===== src/logic/adcc_pkg.sv =====
package adcc_pkg;
  // register byte addresses on the byte-wide internal bus
  localparam logic [15:0] ADDR_RESULT_A  = 16'hFEE0;
  localparam logic [15:0] ADDR_RESULT_D_LO = 16'hFEE7;
  localparam logic [15:0] ADDR_CTRL_STAT = 16'hFEE8;
  localparam logic [15:0] ADDR_TRIG_CTRL = 16'hFEE9;
  // control/status field positions
  localparam int BIT_END_FLAG  = 7;
  localparam int BIT_IRQ_EN    = 6;
  localparam int BIT_RUN       = 5;
  localparam int BIT_SCAN      = 4;
  localparam int BIT_SPEED     = 3;
  localparam int BIT_GROUP     = 2;
  localparam int BIT_TRIG_EN   = 7;
  // reset values
  localparam logic [7:0]  CTRL_STAT_RST = 8'h00;
  localparam logic [7:0]  TRIG_CTRL_RST = 8'h7F;
  localparam logic [9:0]  RESULT_RST    = 10'h000;
  // conversion timing in states: first conversion worst case, later scan fixed
  localparam logic [8:0]  FIRST_SLOW = 9'h112; // 274
  localparam logic [8:0]  FIRST_FAST = 9'h08A; // 138
  localparam logic [8:0]  NEXT_SLOW  = 9'h100; // 256
  localparam logic [8:0]  NEXT_FAST  = 9'h080; // 128

  // bus access request
  typedef struct packed {
    logic        rd;
    logic        wr;
    logic [15:0] addr;
    logic [7:0]  wdata;
  } adcc_bus_t;

  // request to the analog core
  typedef struct packed {
    logic       start;
    logic [2:0] channel;
    logic [8:0] states;
  } adcc_core_req_t;
endpackage


===== src/logic/adcc_top.sv =====
`timescale 1ns/10ps
module adcc_top
  import adcc_pkg::*;
(
  input  wire logic            core_clk,
  input  wire logic            arst_n,
  input  wire logic            standby,
  input  wire adcc_bus_t       bus,
  output logic      [7:0]      rdata,
  input  wire logic            transfer_controller_service,
  input  wire logic            ext_trigger_in_n,
  output adcc_core_req_t       core_req,
  input  wire logic            core_done,
  input  wire logic [9:0]      core_result,
  output logic                 conversion_end_irq
);
  // control/status fields
  logic       end_flag;
  logic       irq_en;
  logic       run;
  logic       scan;
  logic       speed;
  logic [2:0] chsel;
  logic       trig_en;
  logic       flag_seen;   // end flag was read while set
  logic [9:0] result [4];
  logic [7:0] temp_lo;
  logic [1:0] pos;         // position within group being converted
  logic       busy;
  logic       first;       // next conversion is the first of a run
  logic [2:0] trig_sync;
  logic       trig_level;  // filtered pin level, follows once flops two and three agree

  // address decode
  wire        wr_cs      = bus.wr && bus.addr == ADDR_CTRL_STAT;
  wire        rd_cs      = bus.rd && bus.addr == ADDR_CTRL_STAT;
  wire        wr_tc      = bus.wr && bus.addr == ADDR_TRIG_CTRL;
  wire        in_result  = bus.addr >= ADDR_RESULT_A && bus.addr <= ADDR_RESULT_D_LO;
  wire [15:0] res_off    = bus.addr - ADDR_RESULT_A;
  wire [1:0]  res_idx    = res_off[2:1];
  wire        res_hi_rd  = bus.rd && in_result && !res_off[0];
  wire [7:0]  cs_val     = {end_flag, irq_en, run, scan, speed, chsel};
  wire [7:0]  tc_val     = {trig_en, TRIG_CTRL_RST[6:0]};

  // trigger: three flops, fall counts when second and third agree on low
  wire        trig_fall  = trig_en && trig_level && !trig_sync[1] && !trig_sync[2];
  wire        last_pos   = (pos == chsel[1:0]) || !scan;
  wire        done_ev    = busy && core_done;
  wire        set_flag   = done_ev && last_pos;
  wire        clr_flag   = (wr_cs && !bus.wdata[BIT_END_FLAG] && flag_seen)
                           || transfer_controller_service;
  wire        run_wr     = wr_cs ? bus.wdata[BIT_RUN] : run;
  wire        next_run   = trig_fall || (run_wr && !(done_ev && !scan));
  wire [1:0]  start_pos  = scan ? 2'h0 : chsel[1:0];

  assign conversion_end_irq = end_flag && irq_en;

  // read data mux
  always_comb begin
    rdata = 8'h00;
    if (rd_cs)
      rdata = cs_val;
    else if (bus.rd && bus.addr == ADDR_TRIG_CTRL)
      rdata = tc_val;
    else if (res_hi_rd)
      rdata = result[res_idx][9:2];
    else if (bus.rd && in_result)
      rdata = temp_lo;
  end

  // trigger synchroniser; a single glitchy sample cannot start a conversion
  always_ff @(posedge core_clk or negedge arst_n) begin
    if (!arst_n) begin
      trig_sync  <= 3'h7;
      trig_level <= 1'b1;
    end else begin
      trig_sync <= {trig_sync[1:0], ext_trigger_in_n};
      if (trig_sync[1] == trig_sync[2])
        trig_level <= trig_sync[2];
    end
  end

  // control registers; the hardware set wins over a software clear
  always_ff @(posedge core_clk or negedge arst_n) begin
    if (!arst_n) begin
      {end_flag, irq_en, run, scan, speed, chsel} <= CTRL_STAT_RST;
      trig_en   <= TRIG_CTRL_RST[7];
      flag_seen <= 1'b0;
    end else if (standby) begin
      {end_flag, irq_en, run, scan, speed, chsel} <= CTRL_STAT_RST;
      trig_en   <= TRIG_CTRL_RST[7];
      flag_seen <= 1'b0;
    end else begin
      end_flag  <= set_flag || (end_flag && !clr_flag);
      flag_seen <= rd_cs ? end_flag : (flag_seen && !clr_flag && end_flag);
      run       <= next_run;
      if (wr_cs) begin
        irq_en <= bus.wdata[BIT_IRQ_EN];
        scan   <= bus.wdata[BIT_SCAN];
        speed  <= bus.wdata[BIT_SPEED];
        chsel  <= bus.wdata[BIT_GROUP:0];
      end
      if (wr_tc)
        trig_en <= bus.wdata[BIT_TRIG_EN];
    end
  end

  // sequencer for the analog core: keeps one conversion in flight
  always_ff @(posedge core_clk or negedge arst_n) begin
    if (!arst_n) begin
      busy     <= 1'b0;
      first    <= 1'b1;
      pos      <= 2'h0;
      core_req <= '0;
    end else if (standby || !run) begin
      busy     <= 1'b0;
      first    <= 1'b1;
      pos      <= 2'h0;
      core_req <= '0;
    end else begin
      core_req.start <= 1'b0;
      if (!busy || (done_ev && scan)) begin
        busy             <= 1'b1;
        first            <= 1'b0;
        pos              <= !busy ? start_pos : (last_pos ? 2'h0 : pos + 2'h1);
        core_req.start   <= 1'b1;
        core_req.channel <= {chsel[2], !busy ? start_pos
                                             : (last_pos ? 2'h0 : pos + 2'h1)};
        core_req.states  <= first ? (speed ? FIRST_FAST : FIRST_SLOW)
                                  : (speed ? NEXT_FAST : NEXT_SLOW);
      end else if (done_ev) begin
        busy  <= 1'b0;
        first <= 1'b1;  // a trigger restart after single mode gets first-conversion budget
      end
    end
  end

  // result registers and temporary latch
  always_ff @(posedge core_clk or negedge arst_n) begin
    if (!arst_n) begin
      for (int i = 0; i < 4; i++) result[i] <= RESULT_RST;
      temp_lo <= 8'h00;
    end else if (standby) begin
      for (int i = 0; i < 4; i++) result[i] <= RESULT_RST;
      temp_lo <= 8'h00;
    end else begin
      if (done_ev)
        result[pos] <= core_result;
      if (res_hi_rd)
        temp_lo <= {result[res_idx][1:0], 6'h00};
    end
  end

  AST_IRQ: assert property (@(posedge core_clk) disable iff (!arst_n)
    conversion_end_irq == (end_flag && irq_en)) else $error("irq mismatch");
  AST_SET: assert property (@(posedge core_clk) disable iff (!arst_n)
    set_flag && !standby |=> end_flag) else $error("end flag not set");
  AST_ONEW: assert property (@(posedge core_clk) disable iff (!arst_n)
    !end_flag && !set_flag && !standby |=> !end_flag) else $error("flag set by sw");
  AST_XFER_CLR: assert property (@(posedge core_clk) disable iff (!arst_n)
    transfer_controller_service && !set_flag |=> !end_flag) else $error("service clear failed");
  AST_SINGLE: assert property (@(posedge core_clk) disable iff (!arst_n)
    done_ev && !scan && !trig_fall && !standby |=> !run) else $error("run kept");
  AST_TRIG: assert property (@(posedge core_clk) disable iff (!arst_n)
    trig_fall && !standby |=> run) else $error("trigger ignored");
  AST_TC: assert property (@(posedge core_clk) disable iff (!arst_n)
    tc_val[6:0] == 7'h7F) else $error("reserved bits wrong");
  AST_LOW: assert property (@(posedge core_clk) disable iff (!arst_n)
    temp_lo[5:0] == 6'h00) else $error("low bits nonzero");
  AST_STBY: assert property (@(posedge core_clk) disable iff (!arst_n)
    standby |=> result[0] == RESULT_RST && cs_val == CTRL_STAT_RST) else $error("standby");

  // start to the core is a single-cycle pulse
  AST_START_PULSE: assert property (@(posedge core_clk) disable iff (!arst_n)
    core_req.start |=> !core_req.start) else $error("start held");

  // a stopped converter issues no start
  AST_START_IDLE: assert property (@(posedge core_clk) disable iff (!arst_n)
    !run |=> !core_req.start) else $error("start while halted");

  // scan keeps running after each done
  AST_SCAN_KEEP: assert property (@(posedge core_clk) disable iff (!arst_n)
    done_ev && scan && run && !wr_cs && !standby |=> run) else $error("scan stopped");

  // scan begins at the group's first channel
  AST_SCAN_FIRST: assert property (@(posedge core_clk) disable iff (!arst_n)
    !busy && run && scan && !standby |=> core_req.channel[1:0] == 2'h0)
    else $error("scan start channel");

  // single mode converts the selected channel
  AST_SINGLE_CH: assert property (@(posedge core_clk) disable iff (!arst_n)
    !busy && run && !scan && !wr_cs && !standby |=> core_req.channel == chsel)
    else $error("single channel");

  // first conversion of a run gets the worst-case budget
  AST_FIRST_TIME: assert property (@(posedge core_clk) disable iff (!arst_n)
    !busy && run && !wr_cs && !standby |=>
    core_req.states == (speed ? FIRST_FAST : FIRST_SLOW)) else $error("first budget");

  // later scan conversions get the fixed budget
  AST_NEXT_TIME: assert property (@(posedge core_clk) disable iff (!arst_n)
    done_ev && scan && run && !wr_cs && !standby |=>
    core_req.states == (speed ? NEXT_FAST : NEXT_SLOW)) else $error("next budget");

  // scan wraps to the first channel after the last one
  AST_SCAN_WRAP: assert property (@(posedge core_clk) disable iff (!arst_n)
    done_ev && scan && last_pos && run && !standby |=> core_req.channel[1:0] == 2'h0)
    else $error("scan wrap");

  // next channel starts as soon as the previous finishes
  AST_SCAN_STEP: assert property (@(posedge core_clk) disable iff (!arst_n)
    done_ev && scan && !last_pos && run && !standby |=> core_req.start)
    else $error("scan gap");

  // without a read while set, the flag survives a zero write
  AST_CLR_NEED_READ: assert property (@(posedge core_clk) disable iff (!arst_n)
    end_flag && !flag_seen && !transfer_controller_service && !standby |=> end_flag)
    else $error("flag cleared without read");

  // hardware set wins over a clear in the same cycle
  AST_SET_WINS: assert property (@(posedge core_clk) disable iff (!arst_n)
    set_flag && clr_flag && !standby |=> end_flag) else $error("clear beat set");

  // writing zero to the run bit halts the converter
  AST_RUN_DROP: assert property (@(posedge core_clk) disable iff (!arst_n)
    wr_cs && !bus.wdata[BIT_RUN] && !trig_fall && !standby |=> !run)
    else $error("run not halted");

  // lower byte reads come from the latch
  AST_RD_LO: assert property (@(posedge core_clk) disable iff (!arst_n)
    bus.rd && in_result && res_off[0] |-> rdata == temp_lo) else $error("low read");

  // upper byte reads come from the live register
  AST_RD_HI: assert property (@(posedge core_clk) disable iff (!arst_n)
    res_hi_rd |-> rdata == result[res_idx][9:2]) else $error("high read");

  // control/status reads show the live fields
  AST_RD_CS: assert property (@(posedge core_clk) disable iff (!arst_n)
    rd_cs |-> rdata == cs_val) else $error("status read");

  // trigger control reads keep reserved bits at one
  AST_RD_TC: assert property (@(posedge core_clk) disable iff (!arst_n)
    bus.rd && bus.addr == ADDR_TRIG_CTRL |-> rdata[6:0] == 7'h7F)
    else $error("trigger read");

  // request stays quiet while disabled
  AST_IRQ_OFF: assert property (@(posedge core_clk) disable iff (!arst_n)
    !irq_en |-> !conversion_end_irq) else $error("irq while disabled");

  // standby clears trigger enable and idles the sequencer
  AST_STBY_TC: assert property (@(posedge core_clk) disable iff (!arst_n)
    standby |=> !trig_en && !busy && !core_req.start) else $error("standby idle");

  // standby clears the other result registers too
  AST_STBY_RES: assert property (@(posedge core_clk) disable iff (!arst_n)
    standby |=> result[1] == RESULT_RST && result[2] == RESULT_RST && result[3] == RESULT_RST)
    else $error("standby results");

  COV_XFER: cover property (@(posedge core_clk) transfer_controller_service && end_flag);
  COV_SCAN: cover property (@(posedge core_clk) set_flag && scan);
  COV_SINGLE: cover property (@(posedge core_clk) set_flag && !scan);
  COV_TRIG: cover property (@(posedge core_clk) trig_fall);
endmodule


===== config.mk =====
export PLATFORM = sky130hd
export DESIGN_NAME = adcc_top
export DESIGN_NICKNAME = d
export VERILOG_FILES = /design/src/logic/adcc_pkg.sv /design/src/logic/adcc_top.sv
export SDC_FILE = /design/constraint.sdc
export NUM_CORES = 1
export LEC_CHECK = 0
export ABC_AREA = 1
export ABC_CLOCK_PERIOD_IN_PS = 1700
export BUFFER_PORTS_ARGS = -buffer_cell sky130_fd_sc_hd__buf_2
export CAP_MARGIN = 20
export CORE_ASPECT_RATIO = 1.1
export CORE_MARGIN = 2
export CORE_UTILIZATION = 45
export CTS_CLUSTER_DIAMETER = 100
export CTS_CLUSTER_SIZE = 40
export DETAILED_ROUTE_END_ITERATION = 12
export PLACE_DENSITY_LB_ADDON = 0.05
export SYNTH_ARGS = -nofsm -noshare
export SYNTH_HDL_FRONTEND = slang
export SYNTH_SLANG_ARGS = --single-unit

===== constraint.sdc =====
create_clock -name core_clk -period 1.7 [get_ports core_clk]
set_input_delay 0.255 -clock core_clk [delete_from_list [all_inputs] [get_ports core_clk]]
set_output_delay 0.255 -clock core_clk [all_outputs]
set_load 0.03 [all_outputs]

==> insert_results.sql <==
INSERT INTO impl_metrics (metric_group, metric, value, unit) VALUES
('logic_synthesis', 'yosys_register_bits', '69', ''),
('global_route', 'grt_pass1_wl', '15400', 'µm'),
('place', 'dpl.hpwl', '6460', 'µm'),
('logic_synthesis', 'synth_edf_count', '0', ''),
('job', 'drv.max_cap_violation_count', '0', ''),
('finish', 'multi_input_area', '1550', 'µm²'),
('detailed_routing', 'viasPerCell', '5.10', ''),
('logic_synthesis', 'yosys.area_share.adder', '0.0140', ''),
('sta', 'grt_setup_unrepaired', 'yes', ''),
('logic_synthesis', 'ys_top_cells_by_area', 'sky130_fd_sc_hd__dfrtp_1 45%, sky130_fd_sc_hd__nand2_1 14%, sky130_fd_sc_hd__nand3_1 7.2%', ''),
('pwr', 'leakagePower', '2.39', 'nW'),
('finish', 'drive_gt1_frac', '0.266', ''),
('sta', 'achievable-frequency', '559', 'MHz'),
('global_route', 'number_of_global_route_vias_before_repair', '3243', ''),
('floorplanning', 'floorplan.io_pins', '64', ''),
('sta', 'finalWorstPathRequiredPeriod', '1790', 'ps'),
('logic_synthesis', 'synth_cell_types', '27', ''),
('clocking', 'cts_tree', 'done', ''),
('floorplanning', 'floorplan.rows', '34', ''),
('setup_path', 'cp.required', '1440', 'ps'),
('global_route', 'grt_max_degree', '70', ''),
('status', 'violations_in_the_final_reports', 'setup timing', ''),
('logic_synthesis', 'yosysTopAreaCellShare', '0.449', ''),
('logic_synthesis', 'syn_area_per_cell', '7.71', 'µm²'),
('setup_path', 'regToRegStartpoint', 'busy', ''),
('sta', 'finalSetupViolations', '8', ''),
('logic_synthesis', 'synth_largest_area_cell', 'sky130_fd_sc_hd__dfrtp_1', ''),
('global_route', 'grt_util_all_layers', '0.230', ''),
('logic_synthesis', 'synthesis.area', '3570', 'µm²'),
('setup_path', 'setup.worst_path.class', 'in -> out', ''),
('clocking', 'cts.root.buffer_cell', 'sky130_fd_sc_hd__clkbuf_8', ''),
('setup_path', 'worst-r2r-cell-count', '5', ''),
('sta', 'finalWorstSetupSlack', '-90.3', 'ps'),
('finish', 'instances_no_fill', '665', ''),
('finish', 'areaGrowthSynthToFinish', '27.3', '%'),
('logic_synthesis', 'synth_top_family_by_area', 'simple AND/OR/NAND/NOR gates', ''),
('sta', 'finClkSkew', '7.59', 'ps'),
('place', 'post_dp_cell_area', '4140', 'µm²'),
('place', 'finalWeightedCongestion', '0.830', ''),
('sta', 'timing.final.max_slew_violations', '0', ''),
('hold_path', 'min_to', 'chsel[2]', ''),
('floorplanning', 'die_y', '97.4', 'µm'),
('logic_synthesis', 'synth_warnings', '0', ''),
('clocking', 'tritoncts.num_buffers', '9', ''),
('status', 'outcome', 'complete, but fails checks', ''),
('logic_synthesis', 'muxShareOfSynthArea', '0', ''),
('detailed_routing', 'post_drt_wl_per_cell', '14.4', 'µm'),
('place', 'numPlacedInstances', '640', ''),
('logic_synthesis', 'asyncSetResetFlopFracSynth', '1.00', ''),
('clocking', 'clock_insertion_delay_worst_skew', '350', 'ps'),
('hold_path', 'min_from', 'bus[2]', ''),
('detailed_routing', 'finalWirelength', '9610', 'µm'),
('sta', 'final_hold_viol_count', '0', ''),
('clocking', 'cts.reportedPaths.clkPinSlew', '80', 'ps'),
('setup_path', 'path_max_fanout', '6', ''),
('detailed_routing', 'drt_pass1_iterations', '4', ''),
('setup_path', 'cp-start-kind', 'input port', ''),
('logic_synthesis', 'synth_ff_type', 'sky130_fd_sc_hd__dfrtp_1', ''),
('setup_path', 'critical_path_arrival', '1540', 'ps'),
('pwr', 'post-layout-total-power', '3.19', 'mW'),
('floorplanning', 'core', '7780', 'µm²'),
('place', 'buffer_ports.inserted', '59', ''),
('clocking', 'clock_tree.htree_level_count', '3', ''),
('global_route', 'gr-total-overflow', '0', ''),
('detailed_routing', 'ant_nets', '0', ''),
('detailed_routing', 'vias', '3390', ''),
('hold_path', 'hp-class', 'in -> reg', ''),
('sta', 'timing.hold.ws', '96.7', 'ps'),
('logic_synthesis', 'post_synth_xor_area_fraction', '0.00491', ''),
('finish', 'n_fill_cell', '753', ''),
('setup_path', 'cp-end-kind', 'output port', '');
[where the power goes]
part / internal [mW] / switching [mW]
Sequential: 1.65 / 0.00316
Combinational: 0.111 / 0.203
Clock: 0.539 / 0.685
[how the worst max path moves through the flow]
stage / start / to / slack, ps / cells past startpoint
finish: bus[16] / rdata[6] / -90 / 12
global route: bus[22] / rdata[6] / -180 / 11
CTS: bus[16] / rdata[1] / -20 / 11
detailed placement: bus[12] / rdata[1] / -140 / 9
global placement: bus[16] / rdata[6] / -60 / 12
floorplan: bus[9] / rdata[6] / 30 / 7
[cells in the final DEF, fill, tap and decap left out]
master / count
sky130_fd_sc_hd__buf_6: 13
sky130_fd_sc_hd__dlygate4sd3_1: 2
sky130_fd_sc_hd__a21oi_1: 14
sky130_fd_sc_hd__conb_1: 4
sky130_fd_sc_hd__o21ai_0: 2
sky130_fd_sc_hd__nor3_1: 1
sky130_fd_sc_hd__nand3_1: 46
sky130_fd_sc_hd__o22ai_1: 32
sky130_fd_sc_hd__buf_2: 49
sky130_fd_sc_hd__nand2_2: 3
sky130_fd_sc_hd__nand4_1: 12
sky130_fd_sc_hd__o31ai_1: 2
sky130_fd_sc_hd__nor2_1: 15
sky130_fd_sc_hd__nand3_4: 2
sky130_fd_sc_hd__buf_12: 3
sky130_fd_sc_hd__or2_0: 3
sky130_fd_sc_hd__o21ai_1: 19
sky130_fd_sc_hd__dfrtp_1: 64
sky130_fd_sc_hd__buf_4: 25
sky130_fd_sc_hd__nor2_4: 1
sky130_fd_sc_hd__nand4_4: 2
sky130_fd_sc_hd__xnor2_1: 2
sky130_fd_sc_hd__clkbuf_8: 9
sky130_fd_sc_hd__inv_2: 17
sky130_fd_sc_hd__nand2_1: 126
sky130_fd_sc_hd__nor2_2: 5
sky130_fd_sc_hd__nand3_2: 5
sky130_fd_sc_hd__inv_6: 2
sky130_fd_sc_hd__o21ai_2: 1
sky130_fd_sc_hd__dfstp_2: 5
sky130_fd_sc_hd__inv_1: 60
sky130_fd_sc_hd__ha_1: 4
sky130_fd_sc_hd__a21oi_4: 1
sky130_fd_sc_hd__clkinvlp_4: 4
sky130_fd_sc_hd__clkbuf_1: 1
sky130_fd_sc_hd__inv_4: 1
[critical path, cell delays in order]
cell and delay (ps):
sky130_fd_sc_hd__buf_6 90, sky130_fd_sc_hd__inv_2 30, sky130_fd_sc_hd__nand2_1 40, sky130_fd_sc_hd__nor2_1 90
sky130_fd_sc_hd__nand2_1 110, sky130_fd_sc_hd__nor2_4 240, sky130_fd_sc_hd__buf_6 160, sky130_fd_sc_hd__nand4_4 120
sky130_fd_sc_hd__nand2_1 100, sky130_fd_sc_hd__nor2_1 40, sky130_fd_sc_hd__nor2_1 90, sky130_fd_sc_hd__buf_4 170
[state kept, by name, indices dropped and copies added, names as in the netlist]
name	count
result	40
core_req	9
chsel	3
trig_sync	3
pos	2
temp_lo	2
busy	1
end_flag	1
first	1
flag_seen	1
irq_en	1
run	1
scan	1
speed	1
trig_en	1
trig_level	1
[cell families (layout without fill, tap and decap cells)]
kind of cell / after synthesis / after routing
xor+xnor: 2 / 2
fa+ha+maj: 4 / 4
other cells: 1 / 4
flops: 69 / 69
compound gates: 71 / 71
simple gates: 219 / 221
buf+inv: 97 / 186
[Yosys cell counts (3+ instances only)]
library cell                 n
sky130_fd_sc_hd__inv_1      68
sky130_fd_sc_hd__or2_0       3
sky130_fd_sc_hd__buf_2       8
sky130_fd_sc_hd__dfrtp_1    64
sky130_fd_sc_hd__nor2_1     16
sky130_fd_sc_hd__o22ai_1    32
sky130_fd_sc_hd__ha_1        4
sky130_fd_sc_hd__clkbuf_1    6
sky130_fd_sc_hd__o21ai_1    20
sky130_fd_sc_hd__dfstp_2     5
sky130_fd_sc_hd__nand4_1    12
sky130_fd_sc_hd__nor2_2      4
sky130_fd_sc_hd__nand2_1   129
sky130_fd_sc_hd__nand3_1    51
sky130_fd_sc_hd__inv_2      10
sky130_fd_sc_hd__a21oi_1    14
sky130_fd_sc_hd__buf_4       4
[metal layers]
metal  vias up  wire (µm)  GRT usage  part of all wire
met2        77       4680      0.374              0.49
met1      1625       4350      0.310              0.45
li1       1672          -          -                 -
met4         0        146     0.0839             0.015
met3        16        433     0.0306             0.045
met5         -          0          0                 0
[through the flow]
step / setup slack (ps) / utilization
global route: -183 / 0.584
detailed placement: -137 / 0.532
finish: -90.3 / 0.584
global placement: -61.6 / 0.532
floorplan: 26.9 / -
CTS: -21.0 / 0.572
[what timing repair did]
action                                  CTS  global route
endpoints found under the hold margin    65             0
gates resized for setup                  22            23
buffers inserted                          2             2
hold buffers                              2             0
endpoints found under the setup margin    8             8
gates cloned                              2             1
pin swaps                                11            14
[area by class of cell]
class | count | area share
sequential | 69 | 0.381
clock buffer | 10 | 0.0281
multi-input combinational | 302 | 0.340
clock inverter | 6 | 0.0105
tap | 108 | 0.0297
timing repair buffer | 92 | 0.145
inverter | 78 | 0.0650
(Power assumes the default switching activity.)
